[config.mk]
export PLATFORM = sky130hd
export DESIGN_NAME = gpc_ports
export DESIGN_NICKNAME = d
export VERILOG_FILES = /design/src/inc/gpc_pkg.sv /design/src/rtl/gpc_sync.sv /design/src/rtl/gpc_port_c_mux.sv /design/src/rtl/gpc_ports.sv
export SDC_FILE = /design/constraint.sdc
export NUM_CORES = 1
export LEC_CHECK = 0
export BUFFER_PORTS_ARGS = -buffer_cell sky130_fd_sc_hd__buf_2
export CAP_MARGIN = 20
export CORE_ASPECT_RATIO = 0.6
export CORE_UTILIZATION = 35
export CTS_CLUSTER_DIAMETER = 120
export DETAILED_ROUTE_END_ITERATION = 6
export PLACE_DENSITY = 0.56
export REMOVE_ABC_BUFFERS = 1
export SYNTH_ARGS = -nofsm -noshare
export SYNTH_HDL_FRONTEND = slang
export SYNTH_SLANG_ARGS = --single-unit
[constraint.sdc]
create_clock -name clk_sys -period 5.2 [get_ports clk_sys]
set_input_delay 0.26 -clock clk_sys [delete_from_list [all_inputs] [get_ports clk_sys]]
set_output_delay 0.26 -clock clk_sys [all_outputs]
set_load 0.05 [all_outputs]
[src/inc/gpc_pkg.sv]
// gpc_pkg: shared constants and types for the port C/D/E block.
// assumes an 8-bit register port with byte-wide offsets.
`default_nettype none
package gpc_pkg;

  // register offsets
  localparam logic [7:0] GPC_ADDR_PORT_C_DATA = 8'h07;
  localparam logic [7:0] GPC_ADDR_PORT_D_DATA = 8'h08;
  localparam logic [7:0] GPC_ADDR_PORT_E_DATA = 8'h09;
  localparam logic [7:0] GPC_ADDR_PORT_C_DIR  = 8'h87;
  localparam logic [7:0] GPC_ADDR_PORT_D_DIR  = 8'h88;
  localparam logic [7:0] GPC_ADDR_PORT_E_DIR  = 8'h89;
  localparam logic [7:0] GPC_ADDR_ANALOG_CFG  = 8'h9f;

  // field positions in port_e_direction_slave_status
  localparam int GPC_BIT_IN_FULL  = 7;
  localparam int GPC_BIT_OUT_FULL = 6;
  localparam int GPC_BIT_OVERFLOW = 5;
  localparam int GPC_BIT_MODE     = 4;

  // reset values
  localparam logic [7:0] GPC_DIR_RST      = 8'hff;
  localparam logic [2:0] GPC_E_DIR_RST    = 3'h7;
  localparam logic [7:0] GPC_ANALOG_RST   = 8'h00;
  localparam logic [7:0] GPC_LATCH8_RST   = 8'h00;
  localparam logic [2:0] GPC_LATCH3_RST   = 3'h0;
  // analog_select_field at or above this makes RE2:RE0 digital
  localparam logic [3:0] GPC_SEL_DIGITAL_MIN = 4'h6;

  typedef enum logic [2:0] {
    GPC_PSP_IDLE  = 3'b001,
    GPC_PSP_WRITE = 3'b010,
    GPC_PSP_READ  = 3'b100
  } gpc_psp_e;

  typedef struct packed {
    logic [7:0] addr;
    logic [7:0] wdata;
    logic       wr;
    logic       rd;
  } gpc_bus_req_s;

  typedef struct packed {
    logic [7:0] level;
    logic [7:0] enable;
  } gpc_pins8_s;

  typedef struct packed {
    logic [2:0] level;
    logic [2:0] enable;
  } gpc_pins3_s;

  typedef struct packed {
    logic [7:0] c_latch;
    logic [7:0] d_latch;
    logic [2:0] e_latch;
    logic [7:0] c_dir;
    logic [7:0] d_dir;
    logic [2:0] e_dir;
    logic [7:0] analog_cfg;
    logic       mode;
    logic       input_full_flag;
    logic       output_full_flag;
    logic       input_overflow_flag;
    logic [7:0] in_latch;
    gpc_psp_e   psp;
    logic [7:0] rdata;
    gpc_pins8_s pc_drive;
    gpc_pins8_s pd_drive;
    gpc_pins3_s pe_drive;
    logic       irq;
  } gpc_state_s;

endpackage : gpc_pkg
`default_nettype wire

[src/rtl/gpc_sync.sv]
// gpc_sync: two-flop synchroniser for asynchronous pin levels.
// assumes the caller reads only the second stage.
`timescale 1ns/1ps
`default_nettype none
module gpc_sync #(
  parameter int W = 8
) (
  // clock and reset
  input  wire logic         clk_sys,
  input  wire logic         resetn,
  // levels
  input  wire logic [W-1:0] async_level,
  output logic      [W-1:0] sync_level
);

  logic [W-1:0] stage1;

  always_ff @(posedge clk_sys or negedge resetn)
  begin
    if (!resetn)
    begin
      stage1     <= '1;
      sync_level <= '1;
    end
    else
    begin
      stage1     <= async_level;
      sync_level <= stage1;
    end
  end

endmodule : gpc_sync
`default_nettype wire

[src/rtl/gpc_port_c_mux.sv]
// gpc_port_c_mux: per-pin choice between port latch and peripheral.
// assumes peripheral controls arrive on the core clock.
`timescale 1ns/1ps
`default_nettype none
module gpc_port_c_mux (
  // port state
  input  wire logic [7:0] latch,
  input  wire logic [7:0] dir,
  // peripheral side
  input  wire logic [7:0] periph_sel,
  input  wire logic [7:0] periph_data,
  input  wire logic [7:0] periph_oe,
  // driver
  output logic      [7:0] drive,
  output logic      [7:0] drive_en
);

  for (genvar i = 0; i < 8; i++)
  begin : g_pin
    // [RULE1] data select
    assign drive[i]    = periph_sel[i] ? periph_data[i] : latch[i];
    // [RULE2] peripheral enable only when selected, else direction bit
    assign drive_en[i] = periph_sel[i] ? periph_oe[i] : ~dir[i];
  end

endmodule : gpc_port_c_mux
`default_nettype wire

[src/rtl/gpc_ports.sv]
// gpc_ports: general I/O ports C, D and E with the parallel slave port.
// assumes resetn is power-on reset, sys_reset any other reset.
//
// Contract
// [RULE1] each port C pin drives latch or peripheral output per select
// [RULE2] peripheral enable counts only while selected, else direction bit
// [RULE3] port D has eight pins, each set input or output by direction
// [RULE4] mode bit 4 of port E direction turns port D into slave port
// [RULE5] software makes strobe pins digital inputs before slave mode
// [RULE6] port E pins in analog use read back as zero
// [RULE7] port E direction bits keep driving pins during analog use
// [RULE8] power-on reset puts all port E pins in analog mode
// [RULE9] bit 7 set while externally written byte awaits CPU read
// [RULE10] bit 6 set while CPU byte not yet read externally
// [RULE11] bit 5 set on write over unread byte, cleared by software
// [RULE12] bit 4 selects slave port mode, resets to zero
// [RULE13] bit 3 reads as zero
// [RULE14] bits 2..0 set chip-select, write, read pin direction, reset one
// [RULE15] external read strobe low reads port D only while selected
// [RULE16] external write strobe low writes port D only while selected
// [RULE17] chip select is active low
// [RULE18] write end sets input-full and interrupt flag together
// [RULE19] input-full clears only on software read of port D
// [RULE20] output-full clears when select and read seen low, until rewrite
// [RULE21] outside slave mode full flags held clear, overflow kept
// [RULE22] directions reset to inputs, data latches survive soft resets
//
// Decided for this implementation: the address-and-strobe port.
`timescale 1ns/1ps
`default_nettype none
module gpc_ports
  import gpc_pkg::*;
(
  // clock and resets
  input  wire logic         clk_sys,
  input  wire logic         resetn,
  input  wire logic         sys_reset,
  // register port
  input  wire gpc_bus_req_s bus_req,
  output logic      [7:0]   bus_rdata,
  // port C
  input  wire logic [7:0]   pc_level,
  output gpc_pins8_s        pc_drive,
  input  wire logic [7:0]   periph_sel,
  input  wire logic [7:0]   periph_data,
  input  wire logic [7:0]   periph_oe,
  // port D
  input  wire logic [7:0]   pd_level,
  output gpc_pins8_s        pd_drive,
  // port E
  input  wire logic [2:0]   pe_level,
  output gpc_pins3_s        pe_drive,
  // slave port event
  output logic              slave_port_irq_flag
);

  localparam gpc_state_s RESET_STATE = '{
    c_latch:             GPC_LATCH8_RST,
    d_latch:             GPC_LATCH8_RST,
    e_latch:             GPC_LATCH3_RST,
    c_dir:               GPC_DIR_RST,
    d_dir:               GPC_DIR_RST,
    e_dir:               GPC_E_DIR_RST,
    analog_cfg:          GPC_ANALOG_RST,
    mode:                1'b0,
    input_full_flag:     1'b0,
    output_full_flag:    1'b0,
    input_overflow_flag: 1'b0,
    in_latch:            GPC_LATCH8_RST,
    psp:                 GPC_PSP_IDLE,
    rdata:               8'h00,
    pc_drive:            '0,
    pd_drive:            '0,
    pe_drive:            '0,
    irq:                 1'b0
  };

  gpc_state_s s;
  gpc_state_s next_s;

  logic [7:0] pc_sync;
  logic [7:0] pd_sync;
  logic [2:0] pe_sync;
  logic [7:0] pc_mux_level;
  logic [7:0] pc_mux_en;

  gpc_sync #(.W(8)) u_sync_c (
    .clk_sys    (clk_sys),
    .resetn     (resetn),
    .async_level(pc_level),
    .sync_level (pc_sync)
  );

  gpc_sync #(.W(8)) u_sync_d (
    .clk_sys    (clk_sys),
    .resetn     (resetn),
    .async_level(pd_level),
    .sync_level (pd_sync)
  );

  gpc_sync #(.W(3)) u_sync_e (
    .clk_sys    (clk_sys),
    .resetn     (resetn),
    .async_level(pe_level),
    .sync_level (pe_sync)
  );

  gpc_port_c_mux u_mux_c (
    .latch      (s.c_latch),
    .dir        (s.c_dir),
    .periph_sel (periph_sel),
    .periph_data(periph_data),
    .periph_oe  (periph_oe),
    .drive      (pc_mux_level),
    .drive_en   (pc_mux_en)
  );

  // true while the port E pins are analog inputs
  function automatic logic is_analog(input logic [7:0] cfg);
    is_analog = (cfg[3:0] < GPC_SEL_DIGITAL_MIN);
  endfunction : is_analog

  logic cs_act;
  logic wr_act;
  logic rd_act;

  // strobes are seen through the synchronisers, so the host must hold
  // each strobe level for more than one clock or it may be missed
  // [RULE17] active-low select
  assign cs_act = s.mode & ~pe_sync[2];
  // [RULE16] write gated by select
  assign wr_act = cs_act & ~pe_sync[1];
  // [RULE15] read gated by select
  assign rd_act = cs_act & ~pe_sync[0];

  always_comb
  begin
    next_s     = s;
    next_s.irq = 1'b0;

    // register reads, data one cycle later
    if (bus_req.rd)
    begin
      if (bus_req.addr == GPC_ADDR_PORT_C_DATA)
      begin
        next_s.rdata = pc_sync;
      end
      else if (bus_req.addr == GPC_ADDR_PORT_D_DATA)
      begin
        next_s.rdata = s.mode ? s.in_latch : pd_sync;
        // [RULE19] cpu read empties input
        next_s.input_full_flag = 1'b0;
      end
      else if (bus_req.addr == GPC_ADDR_PORT_E_DATA)
      begin
        // [RULE6] analog pins read zero
        next_s.rdata = {5'h00, is_analog(s.analog_cfg) ? 3'h0 : pe_sync};
      end
      else if (bus_req.addr == GPC_ADDR_PORT_C_DIR)
      begin
        next_s.rdata = s.c_dir;
      end
      else if (bus_req.addr == GPC_ADDR_PORT_D_DIR)
      begin
        next_s.rdata = s.d_dir;
      end
      else if (bus_req.addr == GPC_ADDR_PORT_E_DIR)
      begin
        // [RULE9] [RULE10] [RULE13] status and zero bit 3
        next_s.rdata = {s.input_full_flag, s.output_full_flag,
                        s.input_overflow_flag, s.mode, 1'b0, s.e_dir};
      end
      else if (bus_req.addr == GPC_ADDR_ANALOG_CFG)
      begin
        next_s.rdata = s.analog_cfg;
      end
      else
      begin
        next_s.rdata = 8'h00;
      end
    end

    // register writes
    if (bus_req.wr)
    begin
      if (bus_req.addr == GPC_ADDR_PORT_C_DATA)
      begin
        next_s.c_latch = bus_req.wdata;
      end
      else if (bus_req.addr == GPC_ADDR_PORT_E_DATA)
      begin
        next_s.e_latch = bus_req.wdata[2:0];
      end
      else if (bus_req.addr == GPC_ADDR_PORT_C_DIR)
      begin
        next_s.c_dir = bus_req.wdata;
      end
      else if (bus_req.addr == GPC_ADDR_PORT_D_DIR)
      begin
        // [RULE3] per-pin direction
        next_s.d_dir = bus_req.wdata;
      end
      else if (bus_req.addr == GPC_ADDR_PORT_E_DIR)
      begin
        // [RULE12] mode select
        next_s.mode = bus_req.wdata[GPC_BIT_MODE];
        // [RULE14] strobe pin directions
        next_s.e_dir = bus_req.wdata[2:0];
        // [RULE11] software-only clear
        if (!bus_req.wdata[GPC_BIT_OVERFLOW])
        begin
          next_s.input_overflow_flag = 1'b0;
        end
      end
      else if (bus_req.addr == GPC_ADDR_ANALOG_CFG)
      begin
        next_s.analog_cfg = bus_req.wdata;
      end
    end

    // slave port transfer tracking; set after clears so the set wins
    case (s.psp)
      GPC_PSP_IDLE:
      begin
        if (wr_act)
        begin
          next_s.psp      = GPC_PSP_WRITE;
          next_s.in_latch = pd_sync;
          // [RULE11] overflow on unread byte
          if (s.input_full_flag)
          begin
            next_s.input_overflow_flag = 1'b1;
          end
        end
        else if (rd_act)
        begin
          next_s.psp = GPC_PSP_READ;
          // [RULE20] cleared at read start
          next_s.output_full_flag = 1'b0;
        end
      end
      GPC_PSP_WRITE:
      begin
        if (wr_act)
        begin
          // keep sampling; last value before release is kept
          next_s.in_latch = pd_sync;
        end
        else
        begin
          // [RULE18] full and irq together
          next_s.psp             = GPC_PSP_IDLE;
          next_s.input_full_flag = 1'b1;
          next_s.irq             = 1'b1;
        end
      end
      GPC_PSP_READ:
      begin
        if (!rd_act)
        begin
          // read done: event only, output buffer was emptied at start
          next_s.psp = GPC_PSP_IDLE;
          next_s.irq = 1'b1;
        end
      end
      default:
      begin
        next_s.psp = GPC_PSP_IDLE;
      end
    endcase

    // cpu write of port D refills the output buffer and wins a tie
    if (bus_req.wr && bus_req.addr == GPC_ADDR_PORT_D_DATA)
    begin
      next_s.d_latch = bus_req.wdata;
      // [RULE10] buffer holds an unread byte
      if (s.mode)
      begin
        next_s.output_full_flag = 1'b1;
      end
    end

    // [RULE21] full flags held clear outside slave mode
    if (!next_s.mode)
    begin
      next_s.input_full_flag  = 1'b0;
      next_s.output_full_flag = 1'b0;
      next_s.psp              = GPC_PSP_IDLE;
    end

    // [RULE22] soft reset keeps latches
    if (sys_reset)
    begin
      next_s.c_dir               = GPC_DIR_RST;
      next_s.d_dir               = GPC_DIR_RST;
      next_s.e_dir               = GPC_E_DIR_RST;
      next_s.analog_cfg          = GPC_ANALOG_RST;
      next_s.mode                = 1'b0;
      next_s.input_full_flag     = 1'b0;
      next_s.output_full_flag    = 1'b0;
      next_s.input_overflow_flag = 1'b0;
      next_s.psp                 = GPC_PSP_IDLE;
      next_s.irq                 = 1'b0;
    end

    // pin drivers, registered so outputs come from flops
    next_s.pc_drive.level  = pc_mux_level;
    next_s.pc_drive.enable = pc_mux_en;
    next_s.pd_drive.level  = next_s.d_latch;
    // [RULE4] slave mode ignores port D direction
    if (next_s.mode)
    begin
      next_s.pd_drive.enable = {8{rd_act}};
    end
    else
    begin
      // [RULE3] per-pin output enable
      next_s.pd_drive.enable = ~next_s.d_dir;
    end
    next_s.pe_drive.level  = next_s.e_latch;
    // [RULE7] direction still drives analog pins
    next_s.pe_drive.enable = ~next_s.e_dir;
  end

  // [RULE8] power-on sets analog config to all-analog
  always_ff @(posedge clk_sys or negedge resetn)
  begin
    if (!resetn)
    begin
      s <= RESET_STATE;
    end
    else
    begin
      s <= next_s;
    end
  end

  assign bus_rdata           = s.rdata;
  assign pc_drive            = s.pc_drive;
  assign pd_drive            = s.pd_drive;
  assign pe_drive            = s.pe_drive;
  assign slave_port_irq_flag = s.irq;

endmodule : gpc_ports
`default_nettype wire

==> flow_summary.json, run 1 <==
{
  "path_class": "flop to flop",
  "die_area_um2": 17500,
  "num_io_pins": 111,
  "n_fill_cell": 1545,
  "path_cells": "inv_1 -> or3_1 -> nor3_2 -> mux2_2",
  "whs_ns": 0.0507,
  "final.setup_skew_ns": 0.00513,
  "vias_per_cell": 4.90,
  "drt_iter0_markers": 244,
  "cp_max_fo": 11,
  "drive_above_1_share_pct": 45.2,
  "ys.flop_type": "dfrtp_1",
  "num_vias": 3935,
  "synthArstFlopShare_pct": 100,
  "gp_congestion": 0.848,
  "relSlewSlack_pct": 41.6,
  "drv_cap": 0,
  "ir_drop_v": 0.000220,
  "finalCritPeriodShare_pct": 49.4,
  "cts_inserted_buffers": 17,
  "required_ns": 5.50,
  "start_util_pct": 36.2,
  "critPathArrivalTime_ns": 2.87,
  "drtAntennaViolNets": 0,
  "setup_tns_ns": 0,
  "synth_edf_count": 0,
  "drt-total-wl_mm": 14.3,
  "power_density_nw_per_um2": 353,
  "fin_crit_ns": 2.57,
  "area_growth_syn_to_layout_pct": 20.0,
  "design.core.area_um2": 16400,
  "cp-end-kind": "flop",
  "netlist_instances": 482,
  "finalPower_w": 0.00252,
  "yosysSeqAreaShare_pct": 58.0,
  "post-dp-hpwl_mm": 9.88,
  "tightest_slew_ns": 0.875,
  "grt_first_pass_wirelength_mm": 22.1,
  "reg2reg_depth": 4,
  "htreeDepth": 4,
  "drc": 0,
  "routedWlPerCell_um": 17.8,
  "track_usage_pct": 17.3,
  "overflow": 0,
  "clk_pin_slew_ns": 0.06,
  "crit_path_start": "s[61]",
  "layout.cells.most_common_list": "109 x buf_2, 77 x dfrtp_1, 58 x dfstp_2",
  "hold_viol": 0,
  "fin_cells": 803,
  "die_y_um": 103,
  "antenna_found_initial": 1,
  "cellLeakagePower_nw": 3.39,
  "die_w_um": 170,
  "fmax_mhz": 389,
  "clock_latency_ns": 0.42,
  "final_nets": 626,
  "grt_max_degree": 79,
  "max_stage_delay_ns": 0.68,
  "ctsResizeCount": 0,
  "slowest_stage": "dfrtp_1",
  "clockBufferDepth": 2,
  "syn_avg_cell_area_um2": 12.3,
  "outcome": "finished clean",
  "cts_tree": "built",
  "worstHoldStart": "periph_sel[6]",
  "ys_seq_elements": 135,
  "synth.cell_area_um2": 5950,
  "multi_input_area_um2": 2020,
  "hp-class": "input pin to flop",
  "synth_warnings": 0,
  "num_rows": 36,
  "cts_root_buffer": "clkbuf_16",
  "hold_buffers": 20,
  "rsz0062_at_grt": "no",
  "dp_cells": 750,
  "grt_pass1_vias": 3945,
  "seqCellArea_um2": 3450,
  "whs_path_depth": 2,
  "slew_viol_final": 0,
  "diodes": 0,
  "setup_viol": 0,
  "mostFrequentLayoutCell": "buf_2",
  "start_kind": "flop",
  "clock_sinks": 135,
  "first_pass_iters": 4,
  "r2r_slack_ns": 2.63,
  "r2r_start": "s[61]",
  "io_buffers": 110,
  "ys_types": 59,
  "postCtsSetupBuffers": 0,
  "final_core_util_pct": 43.4
}
==> Yosys cell counts (4+ instances only) <==
library cell / count / area share (%)
dfrtp_1: 77 / 32
a31oi_1: 4 / 0.42
buf_4: 47 / 5.9
mux2_2: 35 / 6.6
nand2_1: 35 / 2.2
o21ai_0: 17 / 1.4
inv_1: 4 / 0.25
nor3_1: 8 / 0.67
o31ai_1: 4 / 0.50
nor3b_1: 7 / 0.88
nand3_1: 6 / 0.50
nand2b_1: 7 / 0.74
and2_1: 4 / 0.42
buf_2: 5 / 0.42
and3_1: 6 / 0.63
clkbuf_1: 13 / 0.82
dfstp_2: 58 / 26
a31o_2: 9 / 1.3
o22ai_1: 6 / 0.63
a21oi_1: 9 / 0.76
nor2b_1: 4 / 0.42
mux2i_1: 36 / 6.1
nor2_1: 23 / 1.5
a221oi_1: 6 / 0.88
==> stage by stage <==
step                      cell area (µm²)  worst slack (ns)
after floorplan                      5490              3.16
after global placement               6340              2.64
after detailed placement             6340              2.64
after CTS                            7130              2.68
after global routing                 7140              2.52
final                                7140              2.63
==> where the power goes <==
| group | internal, W | switching, W | total [W] |
|---|---|---|---|
| Combinational | 0.0000670 | 0.000139 | 0.000206 |
| Clock | 0.000744 | 0.000453 | 0.00120 |
| Sequential | 0.00110 | 0.0000152 | 0.00111 |
| Total | 0.00191 | 0.000607 | 0.00252 |
==> sequential cells by signal (all words and copies together), names as in the netlist, 8 cells and up <==
name and cells:
s 50, pc_drive 16, pd_drive 16, bus_rdata 8
u_sync_c.stage1 8, u_sync_c.sync_level 8, u_sync_d.stage1 8, u_sync_d.sync_level 8
==> final cells by class <==
class	instances	share of cell area [%]
clock buffers	20	6.56
clock inverters	12	1.74
inverters	4	0.210
multi-input cells	272	28.3
flip-flops and latches	135	48.3
well taps	228	4.00
repair buffers	132	10.8
==> cells by family (layout without fill, tap and decap cells) <==
kind of cell	count (synthesis)	in the layout	share of synthesized area [%]
multiplexers	71	71	12.7
AO/OA/AOI/OAI	73	73	8.65
XOR/XNOR	1	1	0.147
buffers and inverters	75	168	7.97
AND/OR/NAND/NOR	127	127	12.5
flip-flops	135	135	58.0
==> routing by layer <==
metal | track usage [%] | vias to the layer above | wire, µm
li1 | - | 1831 | -
met1 | 25.0 | 1957 | 7300
met2 | 24.6 | 129 | 5930
met3 | 4.80 | 16 | 880
met4 | 6.44 | 2 | 140
met5 | 0 | - | 12
==> path summary, 6_finish.rpt <==
check	endpoint
worst max-delay path	s[54]
min in group asynchronous	pc_drive[11]
max in group asynchronous	s[58]
worst min register to register	u_sync_d.sync_level[5]
worst max register to register	s[54]
worst min-delay path	pc_drive[6]
==> critical path: cells and delay by family, from the launching register on <==
family | cells | cell delay (ns)
DFF | 1 | 0.68
and+or+nand+nor | 2 | 1.12
muxes | 1 | 0.41
buffers and inverters | 1 | 0.24
Note: power is estimated with default switching activity, not from simulation.
==> run 2, diff against run 1 <==
==> constraint.sdc (replaced) <==
create_clock -name clk_sys -period 2.5 [get_ports clk_sys]
set_input_delay 0.125 -clock clk_sys [delete_from_list [all_inputs] [get_ports clk_sys]]
set_output_delay 0.125 -clock clk_sys [all_outputs]
set_load 0.05 [all_outputs]
==> flow_summary.json, run 2 (same netlist as run 1, synthesis figures left out) <==
{
  "outcome": "finished clean",
  "layout.cells.most_common_list": "109 x buf_2, 77 x dfrtp_1, 58 x dfstp_2",
  "whs_ns": 0.0462,
  "reg2reg_to": "s[47]",
  "switching_share_pct": 25.4,
  "num_rows": 36,
  "drv_cap": 0,
  "multi_input_area_um2": 2020,
  "relSlewSlack_pct": 60.7,
  "clock_latency_ns": 0.42,
  "antenna_found_initial": 1,
  "clockBufferDepth": 2,
  "cts_tree": "built",
  "setup_viol": 0,
  "vias_per_cell": 4.94,
  "num_vias": 4201,
  "hp-class": "input pin to flop",
  "ctsResizeCount": 0,
  "required_ns": 2.85,
  "design.core.area_um2": 16400,
  "grt_first_pass_wirelength_mm": 23.7,
  "reg2reg_depth": 5,
  "n_fill_cell": 1530,
  "gp_congestion": 0.902,
  "switching_power_w": 0.00131,
  "cp_max_fo": 7,
  "comb_power_share_pct": 9.3,
  "setup_tns_ns": 0,
  "r2r_slack_ns": 0.54,
  "die_area_um2": 17500,
  "area_growth_syn_to_layout_pct": 27.2,
  "fmax_mhz": 509,
  "drt_iter0_markers": 212,
  "ir_drop_v": 0.000416,
  "crit_path_start": "s[61]",
  "hold_viol": 0,
  "path_class": "flop to flop",
  "die_y_um": 103,
  "dpl_cell_area_um2": 6430,
  "num_io_pins": 111,
  "cellLeakagePower_nw": 3.59,
  "intPower_w": 0.00387,
  "clock_sinks": 135,
  "seqCellArea_um2": 3450,
  "fin_crit_ns": 1.96,
  "start_util_pct": 36.2,
  "start_kind": "flop",
  "tightest_slew_ns": 0.587,
  "top_register": "s",
  "cts_root_buffer": "clkbuf_16",
  "power_frac_seq_pct": 44.7,
  "drc": 0,
  "r2r_start": "s[61]",
  "finalCritPeriodShare_pct": 78.6,
  "endpoint": "s[47]",
  "final_nets": 673,
  "clk_pin_slew_ns": 0.06,
  "overflow": 0,
  "io_buffers": 110,
  "track_usage_pct": 18.3,
  "htreeDepth": 4,
  "cts_inserted_buffers": 17,
  "final.setup_skew_ns": 0.00868,
  "slew_viol_final": 0,
  "grt_pass1_vias": 4251,
  "critPathArrivalTime_ns": 2.31,
  "cp-end-kind": "flop",
  "power_density_nw_per_um2": 685,
  "first_pass_iters": 4,
  "grt_max_degree": 58,
  "final_area_um2": 7570,
  "post-dp-hpwl_mm": 10.3,
  "drt-total-wl_mm": 15.0,
  "die_w_um": 170,
  "mostFrequentLayoutCell": "buf_2",
  "largest_register_ffs": 50,
  "drtAntennaViolNets": 0,
  "drive_above_1_share_pct": 43.6,
  "diodes": 0,
  "routedWlPerCell_um": 17.7,
  "power_frac_clock_pct": 45.9,
  "rsz0062_at_grt": "no"
}
## run 2: cell count changes in the layout (fill, tap and decap cells not counted), sizes merged
cell,delta
dlygate4sd3,+37
buf,+10
clkbuf,-2
clkinvlp,+2
inv,+2
bufinv,-1
clkinv,-1
## run 2: worst min path at each step
stage / depth (start not counted) / from / slack (ns) / to
6_report: 3 / bus_req[9] / 0.05 / s[88]
5_1_grt: 2 / bus_req[5] / 0.05 / s[103]
4_1_cts: 3 / bus_req[5] / 0.04 / s[84]
3_5_place_dp: 1 / resetn / 0.12 / pc_drive[3]
3_3_place_gp: 1 / resetn / 0.11 / pc_drive[3]
2_1_floorplan: 0 / resetn / -0.17 / bus_rdata[0]
## run 2: final cells by class
class / instances / share of cell area, %
clock buffer: 18 / 5.80
sequential: 135 / 45.6
multi-input combinational: 272 / 26.7
clock inverter: 14 / 1.65
timing repair buffer: 179 / 16.3
inverter: 4 / 0.198
tap: 228 / 3.77
## run 2: per-stage QoR
stage	util [%]	std cells	setup slack [ns]	total power (W)
after floorplan	-	411	0.464	0.00255
after global placement	39.1	761	0.581	0.00276
after detailed placement	39.1	761	0.512	0.00277
after CTS	46.0	850	0.532	0.00524
after global routing	46.0	850	0.406	0.00539
final	46.0	850	0.535	0.00518
## run 2: worst max-delay path, cell delays in order, from the launching register on
cell,delay (ns)
dfrtp_1,0.49
buf_4,0.23
nor3b_1,0.51
o21ai_0,0.18
a21o_1,0.20
a211o_1,0.28
## run 2: metal layers
metal | routed length (µm) | track usage [%]
met1 | 7450 | 26.3
met2 | 6550 | 27.3
met3 | 881 | 4.34
met4 | 148 | 5.89
met5 | 13 | 0
## run 2: repair_timing
| item | in CTS | in global routing |
|---|---|---|
| hold buffers | 57 | 0 |
| setup buffers | 0 | 0 |
| endpoints found under the hold margin | 63 | 0 |
## run 2: power groups by stage
stage | clock network (W) | registers (W) | logic (W)
3_3_place_gp | 0 | 0.00235 | 0.000409
4_1_cts | 0.00243 | 0.00232 | 0.000485
3_5_place_dp | 0 | 0.00235 | 0.000416
6_report | 0.00238 | 0.00232 | 0.000484
2_1_floorplan | 0 | 0.00246 | 0.0000931
5_1_grt | 0.00254 | 0.00233 | 0.000523
==> run 3, diff against run 2 <==
==> constraint.sdc (replaced) <==
create_clock -name clk_sys -period 1.9 [get_ports clk_sys]
set_input_delay 0.095 -clock clk_sys [delete_from_list [all_inputs] [get_ports clk_sys]]
set_output_delay 0.095 -clock clk_sys [all_outputs]
set_load 0.05 [all_outputs]
==> flow_summary.json, run 3 (same netlist as run 1, synthesis figures left out) <==
{
  "start_kind": "flop",
  "cts_inserted_buffers": 17,
  "clock_sinks": 135,
  "final_area_um2": 7690,
  "drt-total-wl_mm": 15.3,
  "antenna_found_initial": 3,
  "rsz0062_at_grt": "no",
  "first_pass_iters": 5,
  "fmax_mhz": 560,
  "num_io_pins": 111,
  "drive_above_1_share_pct": 43.9,
  "drtAntennaViolNets": 0,
  "die_area_um2": 17500,
  "ir_drop_v": 0.000555,
  "power_frac_seq_pct": 42.9,
  "switching_power_w": 0.00174,
  "cp_max_fo": 9,
  "die_w_um": 170,
  "dpl_cell_area_um2": 6480,
  "postCtsSetupBuffers": 0,
  "area_growth_syn_to_layout_pct": 29.3,
  "post-dp-hpwl_mm": 10.6,
  "cp-end-kind": "flop",
  "drv_cap": 0,
  "clk_pin_slew_ns": 0.06,
  "drt_iter0_markers": 169,
  "num_vias": 4276,
  "overflow": 0,
  "die_y_um": 103,
  "start_util_pct": 36.2,
  "power_density_nw_per_um2": 924,
  "grt_pass1_vias": 4221,
  "design.core.area_um2": 16400,
  "fin_crit_ns": 1.78,
  "worst_slack_ns": 0.116,
  "largest_register_ffs": 50,
  "grt_first_pass_wirelength_mm": 23.4,
  "relSlewSlack_pct": 49.8,
  "cts_root_buffer": "clkbuf_16",
  "cellLeakagePower_nw": 3.64,
  "cts_tree": "built",
  "grt_max_degree": 57,
  "htreeDepth": 4,
  "track_usage_pct": 18.2,
  "tightest_slew_ns": 0.753,
  "comb_power_share_pct": 9.1,
  "required_ns": 2.19,
  "gp_congestion": 0.890,
  "power_frac_clock_pct": 48.0,
  "hp-class": "input pin to flop",
  "slew_viol_final": 0,
  "routedWlPerCell_um": 17.8,
  "vias_per_cell": 4.98,
  "final.setup_skew_ns": 0.0107,
  "num_rows": 36,
  "switching_share_pct": 24.5,
  "critPathArrivalTime_ns": 2.08,
  "clock_latency_ns": 0.42,
  "drc": 0,
  "clockBufferDepth": 2,
  "mostFrequentLayoutCell": "buf_2",
  "io_buffers": 110,
  "setup_viol": 0,
  "layout.cells.most_common_list": "109 x buf_2, 77 x dfrtp_1, 59 x dlygate4sd3_1",
  "path_class": "flop to flop",
  "top_register": "s",
  "final_nets": 680,
  "outcome": "finished clean",
  "hold_viol": 0,
  "intPower_w": 0.00537,
  "dp_slack_ns": 0.0986,
  "finalCritPeriodShare_pct": 93.9
}
run 3: changes by cell type in the layout (fill, tap and decap cells not counted), sizes merged:
cell,change
clkinvlp,+2
diode,+1
clkinv,-4
bufinv,+2
dlygate4sd3,+2
buf,+5
run 3: final timing paths:
path,depth (start not counted),end,slack (ns),from
max,5,s[54],0.12,s[61]
min,3,s[83],0.02,bus_req[4]
max reg2reg,5,s[54],0.12,s[61]
min reg2reg,0,u_sync_c.sync_level[5],0.35,u_sync_c.stage1[5]
max in group asynchronous,3,s[73],1.00,resetn
min in group asynchronous,2,pc_drive[3],0.21,resetn
run 3: repair_timing:
action,CTS,global route
hold buffers,59,0
endpoints found under the hold margin,72,0
gates resized for setup,0,0
run 3: metrics by stage:
step	utilization, %	setup TNS, ns	power, W	hold slack (ns)	instances
floorplan	-	-1.09	0.00336	-0.201	411
global placement	39.4	0	0.00364	0.0906	766
detailed placement	39.4	0	0.00365	0.102	766
CTS	46.8	0	0.00718	0.0134	857
global route	46.8	0	0.00737	0.0320	858
finish	46.8	0	0.00710	0.0223	858
run 3: layer usage:
| metal | track usage [%] | share of wire, % |
|---|---|---|
| met3 | 4.76 | 7.0 |
| met2 | 26.9 | 43 |
| met1 | 26.1 | 49 |
| met4 | 5.75 | 0.80 |
| met5 | 0 | 0.15 |
run 3: final cells by class:
type	instances	area (µm²)
clock buffers	18	439
clock inverters	14	173
fillers	1508	8750
repair buffers	186	1300
flip-flops and latches	135	3450
well taps	228	285
inverters	4	15.0
diodes	1	2.50
multi-input cells	272	2020
run 3: power groups by stage:
stage / Combinational, W / Clock (W) / Sequential [W]
after global routing: 0.000696 / 0.00361 / 0.00306
after floorplan: 0.000122 / 0 / 0.00324
after CTS: 0.000648 / 0.00348 / 0.00305
final: 0.000646 / 0.00341 / 0.00305
after detailed placement: 0.000555 / 0 / 0.00310
after global placement: 0.000543 / 0 / 0.00310
run 3: critical path, cell delays in order, from the launching register on:
cell and delay, ns:
dfrtp_1 0.39, inv_1 0.13, or3_1 0.43, nor3_2 0.16, buf_4 0.20, mux2_2 0.35
